$ cat src/lfoc_pkg.sv
// Constants shared by the low-frequency oscillator control block.
package lfoc_pkg;
   // Register offsets.
   localparam logic [7:0] ICTL_OFF   = 8'h18;
   localparam logic [7:0] XCTL_OFF   = 8'h1C;
   localparam logic [7:0] STAT_OFF   = 8'h04;
   // Field positions.
   localparam int         RSB_BIT    = 7;
   localparam int         CRYSTAL_STARTUP_TIME_LSB   = 4;
   localparam int         CRYSTAL_STARTUP_TIME_MSB   = 5;
   localparam int         SEL_BIT    = 2;
   localparam int         LP_BIT     = 1;
   localparam int         EN_BIT     = 0;
   localparam int         XS_BIT     = 4;
   // Reset values.
   localparam logic [7:0] XCTL_RST   = 8'h00;
   localparam logic [7:0] ICTL_RST   = 8'h00;
   // Sleep mode encoding seen on the mode input.
   localparam logic [1:0] MODE_ACT   = 2'h0;
   localparam logic [1:0] MODE_IDLE  = 2'h1;
   localparam logic [1:0] MODE_STBY  = 2'h2;
   localparam logic [1:0] MODE_PDN   = 2'h3;
   // Crystal start-up time codes.
   localparam logic [1:0] CRYSTAL_STARTUP_TIME_1K    = 2'h0;
   localparam logic [1:0] CRYSTAL_STARTUP_TIME_16K   = 2'h1;
   localparam logic [1:0] CRYSTAL_STARTUP_TIME_32K   = 2'h2;
   localparam logic [1:0] CRYSTAL_STARTUP_TIME_64K   = 2'h3;
   // Oscillator cycle counts.
   localparam int         CNT_W      = 17;
   localparam logic [16:0] CYC_1K    = 17'h00400;
   localparam logic [16:0] CYC_16K   = 17'h04000;
   localparam logic [16:0] CYC_32K   = 17'h08000;
   localparam logic [16:0] CYC_64K   = 17'h10000;
   localparam logic [16:0] CYC_EXT   = 17'h00004;
   localparam logic [16:0] CYC_INT   = 17'h00004;
   localparam logic [16:0] CYC_DLV   = 17'h00002;
endpackage

$ cat src/lfoc_edge_det.sv
// Two-stage synchroniser and rising-edge pulse for a slow oscillator clock.
`timescale 1ns/10ps
module lfoc_edge_det (
   // Clock and reset
   input  wire logic sys_clk_i,
   input  wire logic srst_i,
   // Asynchronous oscillator clock in, one-cycle pulse out
   input  wire logic osc_i,
   output logic      rise_o
);
   logic sync1_ff;
   logic sync2_ff;
   logic prev_ff;
   logic rise_ff;

   always_ff @(posedge sys_clk_i) begin
      if (srst_i) begin
         sync1_ff <= 1'b0;
         sync2_ff <= 1'b0;
         prev_ff  <= 1'b0;
         rise_ff  <= 1'b0;
      end else begin
         sync1_ff <= osc_i;
         sync2_ff <= sync1_ff;
         prev_ff  <= sync2_ff;
         rise_ff  <= sync2_ff & ~prev_ff;
      end
   end

   assign rise_o = rise_ff;
endmodule // lfoc_edge_det

$ cat src/lfoc_osc_cnt.sv
// Counts oscillator edges up to a target and then holds a done level.
`timescale 1ns/10ps
module lfoc_osc_cnt (
   // Clock and reset
   input  wire logic                     sys_clk_i,
   input  wire logic                     srst_i,
   // Count control
   input  wire logic                     tick_i,
   input  wire logic                     clr_i,
   input  wire logic [lfoc_pkg::CNT_W-1:0] target_i,
   output logic                          done_o
);
   logic [lfoc_pkg::CNT_W-1:0] cnt_ff;
   logic [lfoc_pkg::CNT_W-1:0] nxt_cnt;
   logic                       done_ff;

   assign nxt_cnt = cnt_ff + {{(lfoc_pkg::CNT_W-1){1'b0}}, 1'b1};

   always_ff @(posedge sys_clk_i) begin
      if (srst_i || clr_i) begin
         cnt_ff  <= '0;
         done_ff <= 1'b0;
      end else if (tick_i && !done_ff) begin
         cnt_ff  <= nxt_cnt;
         done_ff <= (nxt_cnt == target_i);
      end
   end

   assign done_o = done_ff;
endmodule // lfoc_osc_cnt

$ cat src/lfoc_ctrl.sv
// Control of the internal 32 kHz oscillator and the 32 kHz crystal oscillator.
//
// Function
// - Internal oscillator runs only on request while its run-in-standby bit is clear.
// - Internal oscillator always runs in every mode while run-in-standby is set.
// - Internal clock goes only to a requester, four oscillator cycles after request.
// - Crystal run-in-standby acts only while the crystal enable bit is one.
// - Crystal without run-in-standby runs only on request in active and idle.
// - Crystal with run-in-standby runs in all four modes.
// - After start-up, crystal clock reaches a requester after two oscillator cycles.
// - Crystal control: standby 7, start-up 5:4, source 2, low-power 1, enable 0.
// - Start-up code selects 1k, 16k, 32k or 64k crystal cycles.
// - Source bit zero picks crystal on both pins, one picks clock on pin one.
// - Start-up and source fields ignore writes while enabled or status is one.
// - Enable lets the crystal run on request or run-in-standby and takes its pins from the port logic.
// - Crystal status is one when crystal stable or external clock running.
// - Low-power bit puts the crystal oscillator into low-power mode.
`timescale 1ns/10ps
module lfoc_ctrl (
   // Clock and reset
   input  wire logic       sys_clk_i,
   input  wire logic       srst_i,
   // Register port
   input  wire logic [7:0] addr_i,
   input  wire logic [7:0] wdata_i,
   input  wire logic       wr_i,
   input  wire logic       rd_i,
   output logic [7:0]      rdata_o,
   // Protection unlock and sleep mode from the core
   input  wire logic       ccp_unlock_i,
   input  wire logic [1:0] sleep_mode_i,
   // Clock requests from peripherals and main clock selector
   input  wire logic       int_req_i,
   input  wire logic       xtal_req_i,
   // Raw oscillator clocks
   input  wire logic       int_osc_clk_i,
   input  wire logic       xtal_clk_i,
   // Internal oscillator control
   output logic            int_osc_en_o,
   output logic            int_avail_o,
   // Crystal oscillator control and status
   output logic            xtal_osc_en_o,
   output logic            xtal_avail_o,
   output logic            xtal_stable_o,
   output logic            xtal_low_power_o,
   output logic            xtal_ext_clk_o,
   output logic            pin_one_override_o,
   output logic            pin_two_override_o
);

   ////////////////////////////////////////////////////////////////////////////////
   // Registers

   logic       i_rsb_ff;
   logic       x_rsb_ff;
   logic [1:0] x_crystal_startup_time_ff;
   logic       x_sel_ff;
   logic       x_lp_ff;
   logic       x_en_ff;
   logic [7:0] rdata_ff;
   logic       int_en_ff;
   logic       int_avail_ff;
   logic       xtal_en_ff;
   logic       xtal_avail_ff;
   logic       pin1_ff;
   logic       pin2_ff;

   ////////////////////////////////////////////////////////////////////////////////
   // Decode

   logic                       wr_ictl;
   logic                       wr_xctl;
   logic                       cfg_lock;
   logic                       mode_awake;
   logic                       int_run;
   logic                       xtal_run;
   logic                       int_tick;
   logic                       xtal_tick;
   logic                       int_done;
   logic                       x_stable;
   logic                       dlv_done;
   logic [lfoc_pkg::CNT_W-1:0] su_target;
   logic [lfoc_pkg::CNT_W-1:0] crystal_startup_time_cycles;
   logic [7:0]                 xctl_val;
   logic [7:0]                 ictl_val;
   logic [7:0]                 stat_val;
   logic [7:0]                 rd_mux;

   assign wr_ictl    = wr_i && ccp_unlock_i && (addr_i == lfoc_pkg::ICTL_OFF);
   assign wr_xctl    = wr_i && ccp_unlock_i && (addr_i == lfoc_pkg::XCTL_OFF);
   assign cfg_lock   = x_en_ff || x_stable;
   assign mode_awake = (sleep_mode_i == lfoc_pkg::MODE_ACT) ||
                       (sleep_mode_i == lfoc_pkg::MODE_IDLE);

   // The internal oscillator obeys only its own bit and the request.
   assign int_run  = i_rsb_ff || int_req_i;
   // Run-in-standby is gated by enable; without it, requests count only when awake.
   assign xtal_run = x_en_ff && (x_rsb_ff || (xtal_req_i && mode_awake));

   assign crystal_startup_time_cycles = (x_crystal_startup_time_ff == lfoc_pkg::CRYSTAL_STARTUP_TIME_1K)  ? lfoc_pkg::CYC_1K  :
                        (x_crystal_startup_time_ff == lfoc_pkg::CRYSTAL_STARTUP_TIME_16K) ? lfoc_pkg::CYC_16K :
                        (x_crystal_startup_time_ff == lfoc_pkg::CRYSTAL_STARTUP_TIME_32K) ? lfoc_pkg::CYC_32K :
                                                            lfoc_pkg::CYC_64K;
   // An external clock needs no crystal settling, only a few seen edges.
   assign su_target = x_sel_ff ? lfoc_pkg::CYC_EXT : crystal_startup_time_cycles;

   assign xctl_val = {x_rsb_ff, 1'b0, x_crystal_startup_time_ff, 1'b0, x_sel_ff, x_lp_ff, x_en_ff};
   assign ictl_val = {i_rsb_ff, 7'h00};
   assign stat_val = {7'h00, x_stable} << lfoc_pkg::XS_BIT;
   assign rd_mux   = (addr_i == lfoc_pkg::XCTL_OFF) ? xctl_val :
                     (addr_i == lfoc_pkg::ICTL_OFF) ? ictl_val :
                     (addr_i == lfoc_pkg::STAT_OFF) ? stat_val : 8'h00;

   ////////////////////////////////////////////////////////////////////////////////
   // Oscillator edge counting

   lfoc_edge_det u_int_edge (
      .sys_clk_i (sys_clk_i),
      .srst_i    (srst_i),
      .osc_i     (int_osc_clk_i),
      .rise_o    (int_tick)
   );

   lfoc_edge_det u_xtal_edge (
      .sys_clk_i (sys_clk_i),
      .srst_i    (srst_i),
      .osc_i     (xtal_clk_i),
      .rise_o    (xtal_tick)
   );

   // Counting starts only once the request is seen with the oscillator on.
   lfoc_osc_cnt u_int_dly (
      .sys_clk_i (sys_clk_i),
      .srst_i    (srst_i),
      .tick_i    (int_tick),
      .clr_i     (!(int_req_i && int_en_ff)),
      .target_i  (lfoc_pkg::CYC_INT),
      .done_o    (int_done)
   );

   // Stopping the crystal discards its settled state; the next run starts over.
   lfoc_osc_cnt u_xtal_su (
      .sys_clk_i (sys_clk_i),
      .srst_i    (srst_i),
      .tick_i    (xtal_tick),
      .clr_i     (!xtal_en_ff),
      .target_i  (su_target),
      .done_o    (x_stable)
   );

   // Stopping the crystal clears delivery on the same edge as its status; the registered clock output drops one cycle later.
   lfoc_osc_cnt u_xtal_dlv (
      .sys_clk_i (sys_clk_i),
      .srst_i    (srst_i),
      .tick_i    (xtal_tick),
      .clr_i     (!(xtal_req_i && x_stable && xtal_en_ff)),
      .target_i  (lfoc_pkg::CYC_DLV),
      .done_o    (dlv_done)
   );

   ////////////////////////////////////////////////////////////////////////////////
   // Register file

   always_ff @(posedge sys_clk_i) begin
      if (srst_i) begin
         i_rsb_ff <= lfoc_pkg::ICTL_RST[lfoc_pkg::RSB_BIT];
      end else if (wr_ictl) begin
         i_rsb_ff <= wdata_i[lfoc_pkg::RSB_BIT];
      end
   end

   always_ff @(posedge sys_clk_i) begin
      if (srst_i) begin
         x_rsb_ff <= lfoc_pkg::XCTL_RST[lfoc_pkg::RSB_BIT];
         x_lp_ff  <= lfoc_pkg::XCTL_RST[lfoc_pkg::LP_BIT];
         x_en_ff  <= lfoc_pkg::XCTL_RST[lfoc_pkg::EN_BIT];
      end else if (wr_xctl) begin
         x_rsb_ff <= wdata_i[lfoc_pkg::RSB_BIT];
         x_lp_ff  <= wdata_i[lfoc_pkg::LP_BIT];
         x_en_ff  <= wdata_i[lfoc_pkg::EN_BIT];
      end
   end

   always_ff @(posedge sys_clk_i) begin
      if (srst_i) begin
         x_crystal_startup_time_ff <= lfoc_pkg::XCTL_RST[lfoc_pkg::CRYSTAL_STARTUP_TIME_MSB:lfoc_pkg::CRYSTAL_STARTUP_TIME_LSB];
         x_sel_ff  <= lfoc_pkg::XCTL_RST[lfoc_pkg::SEL_BIT];
      end else if (wr_xctl && !cfg_lock) begin
         x_crystal_startup_time_ff <= wdata_i[lfoc_pkg::CRYSTAL_STARTUP_TIME_MSB:lfoc_pkg::CRYSTAL_STARTUP_TIME_LSB];
         x_sel_ff  <= wdata_i[lfoc_pkg::SEL_BIT];
      end
   end

   // Read data stand only in the cycle after the strobe.
   always_ff @(posedge sys_clk_i) begin
      if (srst_i) begin
         rdata_ff <= 8'h00;
      end else begin
         rdata_ff <= rd_i ? rd_mux : 8'h00;
      end
   end

   ////////////////////////////////////////////////////////////////////////////////
   // Oscillator and pin control outputs

   always_ff @(posedge sys_clk_i) begin
      if (srst_i) begin
         int_en_ff     <= 1'b0;
         int_avail_ff  <= 1'b0;
         xtal_en_ff    <= 1'b0;
         xtal_avail_ff <= 1'b0;
         pin1_ff       <= 1'b0;
         pin2_ff       <= 1'b0;
      end else begin
         int_en_ff     <= int_run;
         int_avail_ff  <= int_done && int_req_i;
         xtal_en_ff    <= xtal_run;
         xtal_avail_ff <= dlv_done && xtal_req_i;
         pin1_ff       <= x_en_ff;
         pin2_ff       <= x_en_ff && !x_sel_ff;
      end
   end

   assign rdata_o            = rdata_ff;
   assign int_osc_en_o       = int_en_ff;
   assign int_avail_o        = int_avail_ff;
   assign xtal_osc_en_o      = xtal_en_ff;
   assign xtal_avail_o       = xtal_avail_ff;
   assign xtal_stable_o      = x_stable;
   assign xtal_low_power_o   = x_lp_ff;
   assign xtal_ext_clk_o     = x_sel_ff;
   assign pin_one_override_o = pin1_ff;
   assign pin_two_override_o = pin2_ff;
endmodule // lfoc_ctrl

$ cat config.mk
export PLATFORM = sky130hd
export DESIGN_NAME = lfoc_ctrl
export DESIGN_NICKNAME = d
export VERILOG_FILES = /design/src/lfoc_pkg.sv /design/src/lfoc_edge_det.sv /design/src/lfoc_osc_cnt.sv /design/src/lfoc_ctrl.sv
export SDC_FILE = /design/constraint.sdc
export NUM_CORES = 1
export LEC_CHECK = 0
export ABC_AREA = 1
export BUFFER_PORTS_ARGS = -buffer_cell sky130_fd_sc_hd__buf_2
export CORE_MARGIN = 4
export CORE_UTILIZATION = 40
export DETAILED_ROUTE_END_ITERATION = 8
export SLEW_MARGIN = 5
export SYNTH_ARGS = -nofsm -noshare
export SYNTH_HDL_FRONTEND = slang
export SYNTH_SLANG_ARGS = --single-unit
export TNS_END_PERCENT = 5
$ cat constraint.sdc
create_clock -name sys_clk_i -period 2.2 [get_ports sys_clk_i]
set_clock_uncertainty 0.2 [all_clocks]
set_input_delay 0.22 -clock sys_clk_i [delete_from_list [all_inputs] [get_ports sys_clk_i]]
set_output_delay 0.22 -clock sys_clk_i [all_outputs]
set_load 0.005 [all_outputs]
==> metrics.md, run 1 <==
| Metric | Value |
|---|---|
| Number of enable flip-flop cells after synthesis | `0` |
| Sw Pwr | `0.596 mW` |
| Outcome | `finished clean` |
| # rows | `38` |
| TritonCTS buffer count | `9` |
| Fin util | `47.1%` |
| Post-synth cell types | `34` |
| Async set-reset flop share out of synthesis | `0%` |
| XOR/XNOR Fraction of Synth Area | `2.17%` |
| Clock share of power | `40.2%` |
| Final Critical Period | `2000 ps` |
| Endpoints failing setup | `0` |
| Wirelength per Cell | `11.7 µm` |
| Antenna-violating nets left | `0` |
| Yosys top cell by area | `dfxtp_1` |
| RSZ-0062 raised after global routing | `false` |
| Antenna violations before repair | `0` |
| Switching Share | `22.6%` |
| Vias in the first global route | `4020` |
| Crit Path Class | `flip-flop to flip-flop` |
| Worst EP required | `2300 ps` |
| DP Area | `0.00478 mm²` |
| H-tree depth | `3` |
| Input/output buffers | `38` |
| Most common cell in the netlist | `nand2_1` |
| Comb power frac | `3.8%` |
| Hold_ws | `15.2 ps` |
| Die area | `0.0128 mm²` |
| Core Box Area | `0.0108 mm²` |
| Synth top area cells | `dfxtp_1 37%, nand2_1 13%, inv_1 10%` |
| Fillers | `1116` |
| Synth Flop Type | `dfxtp_1` |
| PD cells | `517 mW/mm²` |
| Final Cycle Share | `90.9%` |
| Pint | `2.04 mW` |
| Clock Sinks | `81` |
| Num ports | `44` |
| Synth Area in Simple Gates | `33.8%` |
| Clk_lat worst skew | `360 ps` |
| Drt first pass iters | `5` |
| Min-Delay Path Class | `input pin to flip-flop` |
| CTS tree | `yes` |
| Adder-Cell Fraction of Synth Area | `1.41%` |
| Setup TNS | `0 ps` |
| Post-synthesis mux area share | `0%` |
| Largest net degree at the start of global routing | `24` |
| Area delta synth->final | `15.2%` |
| Synth top area share | `36.6%` |
| Syn Inst Count | `674` |
| DRC errors left | `0` |
| Antenna diodes | `0` |
| Slew HR | `55.4%` |
| First-pass GRT wire length | `17800 µm` |
| Overflow after GRT | `0` |
| Max Freq | `500 MHz` |
| Root Buffer | `clkbuf_8` |
| Synthesized area per cell | `6.58 µm²` |
| Seq/Total Area, Yosys | `36.6%` |
| Tot GR Track Use | `16.8%` |
| Synth Cell Area | `0.00443 mm²` |
| Vert. Die Dim | `113 µm` |
| Layout cells sized above 1 | `12.7%` |
| Worst vdd ir | `0.442 mV` |
| GPL Wtd Cong | `0.871` |
| 1st-iter DRT viols | `243` |
| Final Hold Fails | `0` |
| Vias per cell | `4.88` |
| Deepest clock path buffer count | `2` |
| Flops & latches, synth | `81` |
| Final Net Count | `762` |
| Die W | `113 µm` |
| Critical Path Sink Type | `flip-flop` |
| Leak | `2.34 nW` |
| Max Slew Vio Count | `0` |
| WP data arrival | `2100 ps` |
| Maxcap violations | `0` |
| Flop pwr share | `55.9%` |
| Largest family of logic cells by synthesized area | `simple AND/OR/NAND/NOR gates` |
| CP max FO | `8` |
| Worst Max-Slew Pin Slew | `668 ps` |
| Post-route cell area | `0.00510 mm²` |
| Final wirelength | `10200 µm` |
| Initial core utilization | `40.9%` |
| DP Wirelength | `7630 µm` |
| Reg clk slew, reported paths | `80 ps` |
| Worst setup SP type | `flip-flop` |
| Commonest cells post-synth | `153 x nand2_1, 118 x inv_1, 81 x dfxtp_1` |
| Synth Area in Compound Gates | `13.9%` |
| Synth warnings | `0` |
| Vias after detailed routing | `4272` |
| # Post-CTS Setup Buffers | `0` |
[power groups by stage]
stage	Sequential, mW	Clock (mW)	Combinational [mW]
after floorplan	1.51	0	0.0449
after CTS	1.48	1.10	0.101
after global routing	1.48	1.17	0.113
after global placement	1.51	0	0.0814
final	1.48	1.06	0.101
after detailed placement	1.51	0	0.0824
[worst max-delay path: stages, from the launching register on]
cell and delay, ps:
dfxtp_1 440, ha_1 360, nand3_1 150, inv_1 100
nand2_1 80, inv_1 80, nand4_1 100, a21oi_1 190
nand3_1 120, a21oi_2 130
[path summary, 6_finish.rpt]
path                  startpoint                end  slack [ps]  cells after the start
max reg2reg  u_int_dly.cnt_ff[1]   u_int_dly.done_o         200                      9
min                    addr_i[5]         rdata_o[4]          20                      4
min reg2reg   u_int_edge.prev_ff  u_int_edge.rise_o         190                      1
max          u_int_dly.cnt_ff[1]   u_int_dly.done_o         200                      9
[cell usage in the layout (no fill, tap or decap), types with 13 or more instances in the layout]
| cell type | n |
|---|---|
| nand2_1 | 153 |
| inv_1 | 118 |
| dfxtp_1 | 81 |
| nor2_1 | 79 |
| o21ai_0 | 38 |
| buf_2 | 38 |
| nand3_1 | 35 |
| a21oi_1 | 31 |
| nand4_1 | 20 |
| o211ai_1 | 19 |
| nor3_1 | 15 |
| dlygate4sd3_1 | 13 |
[cell families (layout without fill, tap and decap cells)]
group                      count (synthesis)  after routing
other                                      1              2
and+or+nand+nor                          333            333
xor gates and xnor gates                  11             11
adders and majority gates                  5              5
buffers and inverters                    137            197
AOI/OAI and AO/OA                        106            106
DFF                                       81             81
[per-stage QoR]
step                power (mW)  std cells  setup slack, ps
floorplan                 1.55        675              457
global placement          1.59        846              243
detailed placement        1.59        846              214
CTS                       2.68        875              200
global route              2.76        875             20.8
finish                    2.64        875              200
[registers in the layout, indices dropped and copies added (netlist names), 2 cells and up]
signal and flops:
x_crystal_startup_time_ff 2, u_int_dly.cnt_ff 17, rdata_o 6, u_xtal_su.cnt_ff 17, u_xtal_dlv.cnt_ff 17
[layer usage]
layer	up-vias	GRT usage, %	routed length [µm]	share of wire [%]
met2	109	27.4	4480	44
met3	17	3.37	574	5.6
met1	1893	21.4	4960	49
li1	2253	-	-	-
met5	-	0	0	0
met4	0	7.85	204	2.0
[area by class of cell]
| cell class | count | area (µm²) | area share [%] |
|---|---|---|---|
| Multi-Input combinational cell | 457 | 2280 | 44.7 |
| Sequential cell | 81 | 1620 | 31.8 |
| Clock inverter | 5 | 56.3 | 1.10 |
| Tap cell | 140 | 175 | 3.43 |
| Timing Repair Buffer | 59 | 380 | 7.45 |
| Clock buffer | 11 | 131 | 2.57 |
| Inverter | 122 | 458 | 8.97 |
[what timing repair did]
action,CTS,global route
endpoints found under the hold margin,16,0
setup endpoints to repair,0,1
resized for setup,0,1
hold buffers,13,0
Note: power is estimated with default switching activity, not from simulation.
==> run 2: changes to the inputs <==
--- a/config.mk
+++ b/config.mk
@@ -7,9 +7,11 @@
 export LEC_CHECK = 0
 export ABC_AREA = 1
 export BUFFER_PORTS_ARGS = -buffer_cell sky130_fd_sc_hd__buf_2
+export CORE_ASPECT_RATIO = 0.9
 export CORE_MARGIN = 4
-export CORE_UTILIZATION = 40
+export CORE_UTILIZATION = 59
 export DETAILED_ROUTE_END_ITERATION = 8
+export PLACE_DENSITY = 0.8
 export SLEW_MARGIN = 5
 export SYNTH_ARGS = -nofsm -noshare
 export SYNTH_HDL_FRONTEND = slang
==> run 2 against run 1 <==
  * First-iteration DRC count grew 0.82%
  * Global-route usage grew 6.0 points
  * Total power grew 4.5%
  * Non-clock buffer count grew 3
  * Sequential cell count is the same
  * Largest cell class unchanged
  * Worst setup slack gained 15 ps
  * Critical endpoint is now u_xtal_dlv.done_o
  * Combinational power is essentially flat
  * Critical path type unchanged
  * Sequential power is essentially flat
  * Worst hold slack gained 4.4 ps
  * Die area shrank 30%
  * Cell area is essentially flat
  * Clock power grew 11%
==> metrics.md, run 2 (synthesis results as in run 1) <==
| Metric | Value |
|---|---|
| Flop pwr share | `53.6% (-2.3 points)` |
| Largest net degree at the start of global routing | `24 (unchanged)` |
| Clock Sinks | `81 (unchanged)` |
| Multi-input gate area | `0.00228 mm² (+0.11%)` |
| RSZ-0062 raised after global routing | `false` |
| Initial core utilization | `61.7% (+21 points)` |
| Antenna violations before repair | `0 (unchanged)` |
| Switching Share | `21.6% (-0.97 points)` |
| Fillers | `618 (-45%)` |
| PD cells | `539 mW/mm² (+4.4%)` |
| Endpoints failing setup | `0 (unchanged)` |
| Most frequent cells in the layout | `153 x nand2_1, 118 x inv_1, 81 x dfxtp_1, 79 x nor2_1` |
| Non-Filler Instances | `830 (-5.1%)` |
| Vias in the first global route | `3963 (-1.4%)` |
| Clock share of power | `42.7% (+2.5 points)` |
| Antenna-violating nets left | `0 (unchanged)` |
| Deepest clock path buffer count | `2 (unchanged)` |
| Vias after detailed routing | `4363 (+2.1%)` |
| H-tree depth | `3 (unchanged)` |
| TritonCTS buffer count | `9 (unchanged)` |
| CTS tree | `yes` |
| Antenna diodes | `0 (unchanged)` |
| Placed cell count | `799 (-5.6%)` |
| Num ports | `44 (unchanged)` |
| Final Critical Period | `1990 ps (-14.9 ps)` |
| Worst Max-Slew Pin Slew | `668 ps (+0.416 ps)` |
| Pint | `2.16 mW (+5.8%)` |
| Core Box Area | `0.00718 mm² (-34%)` |
| Wirelength per Cell | `11.9 µm (+2.0%)` |
| WP data arrival | `2070 ps (-30 ps)` |
| # rows | `29 (-24%)` |
| Maxcap violations | `0 (unchanged)` |
| Final Cycle Share | `90.2% (-0.68 points)` |
| Setup TNS | `0 ps (unchanged)` |
| Vias per cell | `5.26 (+7.7%)` |
| Worst EP required | `2290 ps (about the same)` |
| DRC errors left | `0 (unchanged)` |
| Root Buffer | `clkbuf_8` |
| Leak | `2.37 nW (+1.2%)` |
| Min-Delay Path Class | `input pin to flip-flop` |
| Layout cells sized above 1 | `12.9% (+0.24 points)` |
| Input/output buffers | `38 (unchanged)` |
| Max Freq | `504 MHz (+0.75%)` |
| Reg clk slew, reported paths | `80 ps (about the same)` |
| Drt first pass iters | `4 (-1)` |
| Area delta synth->final | `15.2% (about the same)` |
| Critical Path Most Common Cell | `nand2_1` |
| Register Area | `0.00162 mm² (unchanged)` |
| Worst path cell trace | `ha_2 -> nand3_1 -> inv_1 -> nand2_1 -> inv_1 -> nand2_1 -> xor2_1 -> nand2_1 -> nor2_1 -> nand2_1 -> a21oi_2` |
| Max incr delay on CP | `420 ps (-20 ps)` |
| Die area | `0.00897 mm² (-30%)` |
| Slew HR | `55.4% (about the same)` |
| Clk_lat worst skew | `360 ps (about the same)` |
| 1st-iter DRT viols | `245 (+0.82%)` |
| Comb power frac | `3.8% (about the same)` |
| CP max stage cell | `dfxtp_1` |
| Final Hold Fails | `0 (unchanged)` |
| Crit Path Class | `flip-flop to flip-flop` |
| Vert. Die Dim | `90.2 µm (-20%)` |
| Worst setup SP type | `flip-flop` |
| Fin util | `71.1% (+24 points)` |
| DP Wirelength | `7370 µm (-3.4%)` |
| Final wirelength | `9890 µm (-3.2%)` |
| Sw Pwr | `0.596 mW (about the same)` |
| Max Slew Vio Count | `0 (unchanged)` |
| Commonest non-fill, non-tap cell in the layout | `nand2_1` |
| Setup slack at placement | `194 ps (-20.0 ps)` |
| Outcome | `finished clean` |
| Overflow after GRT | `0 (unchanged)` |
| GPL Wtd Cong | `0.898 (+3.1%)` |
| Worst vdd ir | `0.478 mV (+8.1%)` |
| Critical Path Sink Type | `flip-flop` |
| First-pass GRT wire length | `17000 µm (-4.4%)` |
| CP max FO | `5 (-3)` |
| Final Net Count | `765 (+0.39%)` |
| Tot GR Track Use | `22.8% (+6.0 points)` |
| Biggest regs | `u_int_dly.cnt_ff x17, u_xtal_dlv.cnt_ff x17, u_xtal_su.cnt_ff x17` |
| Die W | `99.4 µm (-12%)` |
| Worst Slack Setup Final | `215 ps (+14.9 ps)` |
## run 2: cell count changes in the layout (fill, tap and decap cells not counted), sizes merged
cell         change
clkbuf           -2
dlygate4sd3      +3
bufinv           +1
## run 2: cell type report
type,count,share of cell area (%)
inverters,122,8.96
repair buffers,62,8.03
well taps,93,2.28
multi-input cells,457,44.7
clock inverters,6,1.84
flip-flops and latches,81,31.7
clock buffers,9,2.42
## run 2: routing by layer
metal / vias up / track usage (%) / part of all wire, %
met5: - / 0 / 0
met2: 122 / 37.9 / 46
met4: 0 / 7.85 / 2.5
li1: 2261 / - / -
met3: 25 / 5.42 / 5.7
met1: 1955 / 28.8 / 45
## run 2: worst max-delay path: cells and delay by family, from the launching register on
kind / cells / cell delay [ps]
and+or+nand+nor: 6 / 540
buffers and inverters: 2 / 170
DFF: 1 / 420
adders and majority gates: 1 / 270
xor gates and xnor gates: 1 / 210
AOI/OAI and AO/OA: 1 / 120
## run 2: final timing paths
path | from | endpoint | slack, ps | cells past startpoint
setup / recovery | u_xtal_dlv.cnt_ff[0] | u_xtal_dlv.done_o | 210 | 11
hold / removal | srst_i | u_int_dly.done_o | 20 | 4
hold reg to reg | u_int_edge.prev_ff | u_int_edge.rise_o | 190 | 1
setup reg to reg | u_xtal_dlv.cnt_ff[0] | u_xtal_dlv.done_o | 210 | 11
## run 2: per-stage QoR
stage	area, µm²	power, mW	hold WS, ps
5_1_grt	5110	2.86	41.8
2_1_floorplan	4440	1.55	97.6
3_3_place_gp	4730	1.59	177
6_report	5110	2.75	19.5
3_5_place_dp	4730	1.59	180
4_1_cts	5100	2.79	10.5
## run 2: timing repair
item | 4_1_cts | 5_1_grt
endpoints found under the hold margin | 15 | 0
setup buffers | 0 | 0
resized for setup | 0 | 2
setup endpoints to repair | 0 | 2
hold buffers | 16 | 0
## run 2: power groups by stage
stage / clock network (mW) / logic [mW] / registers [mW]
2_1_floorplan: 0 / 0.0449 / 1.51
3_3_place_gp: 0 / 0.0796 / 1.51
3_5_place_dp: 0 / 0.0821 / 1.51
4_1_cts: 1.21 / 0.102 / 1.48
5_1_grt: 1.27 / 0.115 / 1.48
6_report: 1.18 / 0.104 / 1.48
==> run 3: changes to the inputs <==
--- a/config.mk
+++ b/config.mk
@@ -9,9 +9,9 @@
 export BUFFER_PORTS_ARGS = -buffer_cell sky130_fd_sc_hd__buf_2
 export CORE_ASPECT_RATIO = 0.9
 export CORE_MARGIN = 4
-export CORE_UTILIZATION = 59
+export CORE_UTILIZATION = 64
 export DETAILED_ROUTE_END_ITERATION = 8
-export PLACE_DENSITY = 0.8
+export PLACE_DENSITY = 0.85
 export SLEW_MARGIN = 5
 export SYNTH_ARGS = -nofsm -noshare
 export SYNTH_HDL_FRONTEND = slang
==> constraint.sdc (replaced) <==
create_clock -name sys_clk_i -period 2.35 [get_ports sys_clk_i]
set_clock_uncertainty 0.2 [all_clocks]
set_input_delay 0.235 -clock sys_clk_i [delete_from_list [all_inputs] [get_ports sys_clk_i]]
set_output_delay 0.235 -clock sys_clk_i [all_outputs]
set_load 0.005 [all_outputs]
==> run 3 against run 2 <==
  * Critical path depth stayed put
  * Highest routed layer unchanged
  * Core utilization is 4.8 points higher
  * Sequential power fell by 7%
  * Register-to-register slack gained 60 ps
  * Routed wire length rose by 1.9%
  * First-iteration DRC count is 11% lower
  * Via count rose by 0.87%
  * Sequential cell count did not move
  * Clock power shrank 9%
==> metrics.md, run 3 (synthesis results as in run 1) <==
| Metric | Value |
|---|---|
| Outcome | `finished clean` |
| DRC errors left | `0 (unchanged)` |
| Final Critical Period | `2080 ps (+92.5 ps)` |
| Maxcap violations | `0 (unchanged)` |
| Leak | `2.35 nW (-1.0%)` |
| Most frequent cells in the layout | `153 x nand2_1, 118 x inv_1, 81 x dfxtp_1, 79 x nor2_1` |
| Vias in the first global route | `4135 (+4.3%)` |
| RSZ-0062 raised after global routing | `false` |
| Clk_lat worst skew | `360 ps (about the same)` |
| Final Cycle Share | `88.4% (-1.8 points)` |
| Slew HR | `55.8% (+0.43 points)` |
| Multi-input gate area | `0.00229 mm² (+0.44%)` |
| GPL Wtd Cong | `0.920 (+2.4%)` |
| Wirelength per Cell | `12.3 µm (+2.9%)` |
| Num ports | `44 (unchanged)` |
| Final Hold Fails | `0 (unchanged)` |
| Post-route cell area | `0.00505 mm² (-1.1%)` |
| Worst EP required | `2450 ps (+160 ps)` |
| Vias per cell | `5.35 (+1.9%)` |
| Overflow after GRT | `0 (unchanged)` |
| Clock Sinks | `81 (unchanged)` |
| Non-Filler Instances | `822 (-0.96%)` |
| Core Box Area | `0.00666 mm² (-7.3%)` |
| 1st-iter DRT viols | `219 (-11%)` |
| Setup slack at placement | `305 ps (+111 ps)` |
| Antenna-violating nets left | `0 (unchanged)` |
| PD cells | `503 mW/mm² (-6.7%)` |
| Root Buffer | `clkbuf_8` |
| Die area | `0.00832 mm² (-7.2%)` |
| Drt first pass iters | `5 (+1)` |
| WP data arrival | `2180 ps (+110 ps)` |
| Worst Max-Slew Pin Slew | `662 ps (-6.41 ps)` |
| TritonCTS buffer count | `9 (unchanged)` |
| Crit Path Class | `flip-flop to flip-flop` |
| Final wirelength | `10100 µm (+1.9%)` |
| # Post-CTS Setup Buffers | `0 (unchanged)` |
| Setup TNS | `0 ps (unchanged)` |
| Register Area | `0.00162 mm² (unchanged)` |
| Placed cell count | `795 (-0.50%)` |
| # rows | `28 (-3.4%)` |
| DP Area | `0.00471 mm² (-0.24%)` |
| First-pass GRT wire length | `17500 µm (+3.2%)` |
| Antenna diodes | `0 (unchanged)` |
| Fillers | `543 (-12%)` |
| H-tree depth | `3 (unchanged)` |
| Max Freq | `481 MHz (-4.5%)` |
| DP Wirelength | `7370 µm (about the same)` |
| Layout cells sized above 1 | `12.8% (-0.049 points)` |
| Worst vdd ir | `0.522 mV (+9.3%)` |
| Antenna violations before repair | `0 (unchanged)` |
| Initial core utilization | `66.6% (+4.9 points)` |
| Critical Path Sink Type | `flip-flop` |
| Commonest non-fill, non-tap cell in the layout | `nand2_1` |
| CP max FO | `8 (+3)` |
| Vert. Die Dim | `87.0 µm (-3.6%)` |
| Endpoints failing setup | `0 (unchanged)` |
| Deepest clock path buffer count | `2 (unchanged)` |
| Largest net degree at the start of global routing | `24 (unchanged)` |
| Die W | `95.7 µm (-3.7%)` |
| Max Slew Vio Count | `0 (unchanged)` |
| Final Net Count | `759 (-0.78%)` |
| Biggest regs | `u_int_dly.cnt_ff x17, u_xtal_dlv.cnt_ff x17, u_xtal_su.cnt_ff x17` |
| Worst setup SP type | `flip-flop` |
| Vias after detailed routing | `4401 (+0.87%)` |
| Reg clk slew, reported paths | `90 ps (about the same)` |
| Min-Delay Path Class | `input pin to flip-flop` |
| CTS tree | `yes` |
| Tot GR Track Use | `26.0% (+3.2 points)` |
| Worst Slack Setup Final | `272 ps (+57.5 ps)` |
| Input/output buffers | `38 (unchanged)` |
| Area delta synth->final | `14.0%` |
[run 3: power by group]
group          total [mW]  internal (mW)  switching (mW)
logic              0.0937         0.0411          0.0526
registers            1.38           1.38         0.00276
clock network        1.07          0.534           0.535
[run 3: through the flow]
step / power [mW] / util (%) / hold slack (ps)
2_1_floorplan: 1.45 / - / 113
3_5_place_dp: 1.49 / 70.8 / 178
4_1_cts: 2.57 / 75.8 / 5.97
3_3_place_gp: 1.49 / 70.8 / 177
6_report: 2.54 / 75.9 / 22.6
5_1_grt: 2.65 / 75.9 / 2.82
[run 3: worst paths after layout]
kind                                     startpoint                  to  slack, ps  cells after the start
worst min register to register  u_xtal_edge.prev_ff  u_xtal_edge.rise_o        190                      1
worst max register to register  u_int_dly.cnt_ff[1]    u_int_dly.done_o        270                     11
worst max-delay path            u_int_dly.cnt_ff[1]    u_int_dly.done_o        270                     11
worst min-delay path                sleep_mode_i[1]       xtal_osc_en_o         20                      3
[run 3: timing repair]
action                     CTS  global route
setup endpoints to repair    0             1
resized for setup            0             2
hold buffers                12             0
hold endpoints to repair    14             0
[run 3: layer usage]
metal  up-vias  global-route usage [%]  share of wire [%]
met5         -                       0                  0
met4         0                    10.2                2.7
met3        33                    5.70                5.7
met2       147                    44.0                 47
met1      1979                    32.1                 45
li1       2242                       -                  -
[run 3: final cells by class]
class                   instances  area share (%)
clock buffers                  10            2.72
flip-flops and latches         81            32.1
well taps                      90            2.23
repair buffers                 56            6.98
clock inverters                 6            1.51
inverters                     122            9.06
multi-input cells             457            45.4
[run 3: worst max-delay path: stages, from the launching register on]
cell and delay (ps):
dfxtp_1 430, ha_1 350, inv_1 90, nand2_1 80, nand3_1 100, nor2_1 160, nand3_1 90, nor2_1 100
nand2_1 60, nor2_1 90, nand3_1 140, a21oi_2 150
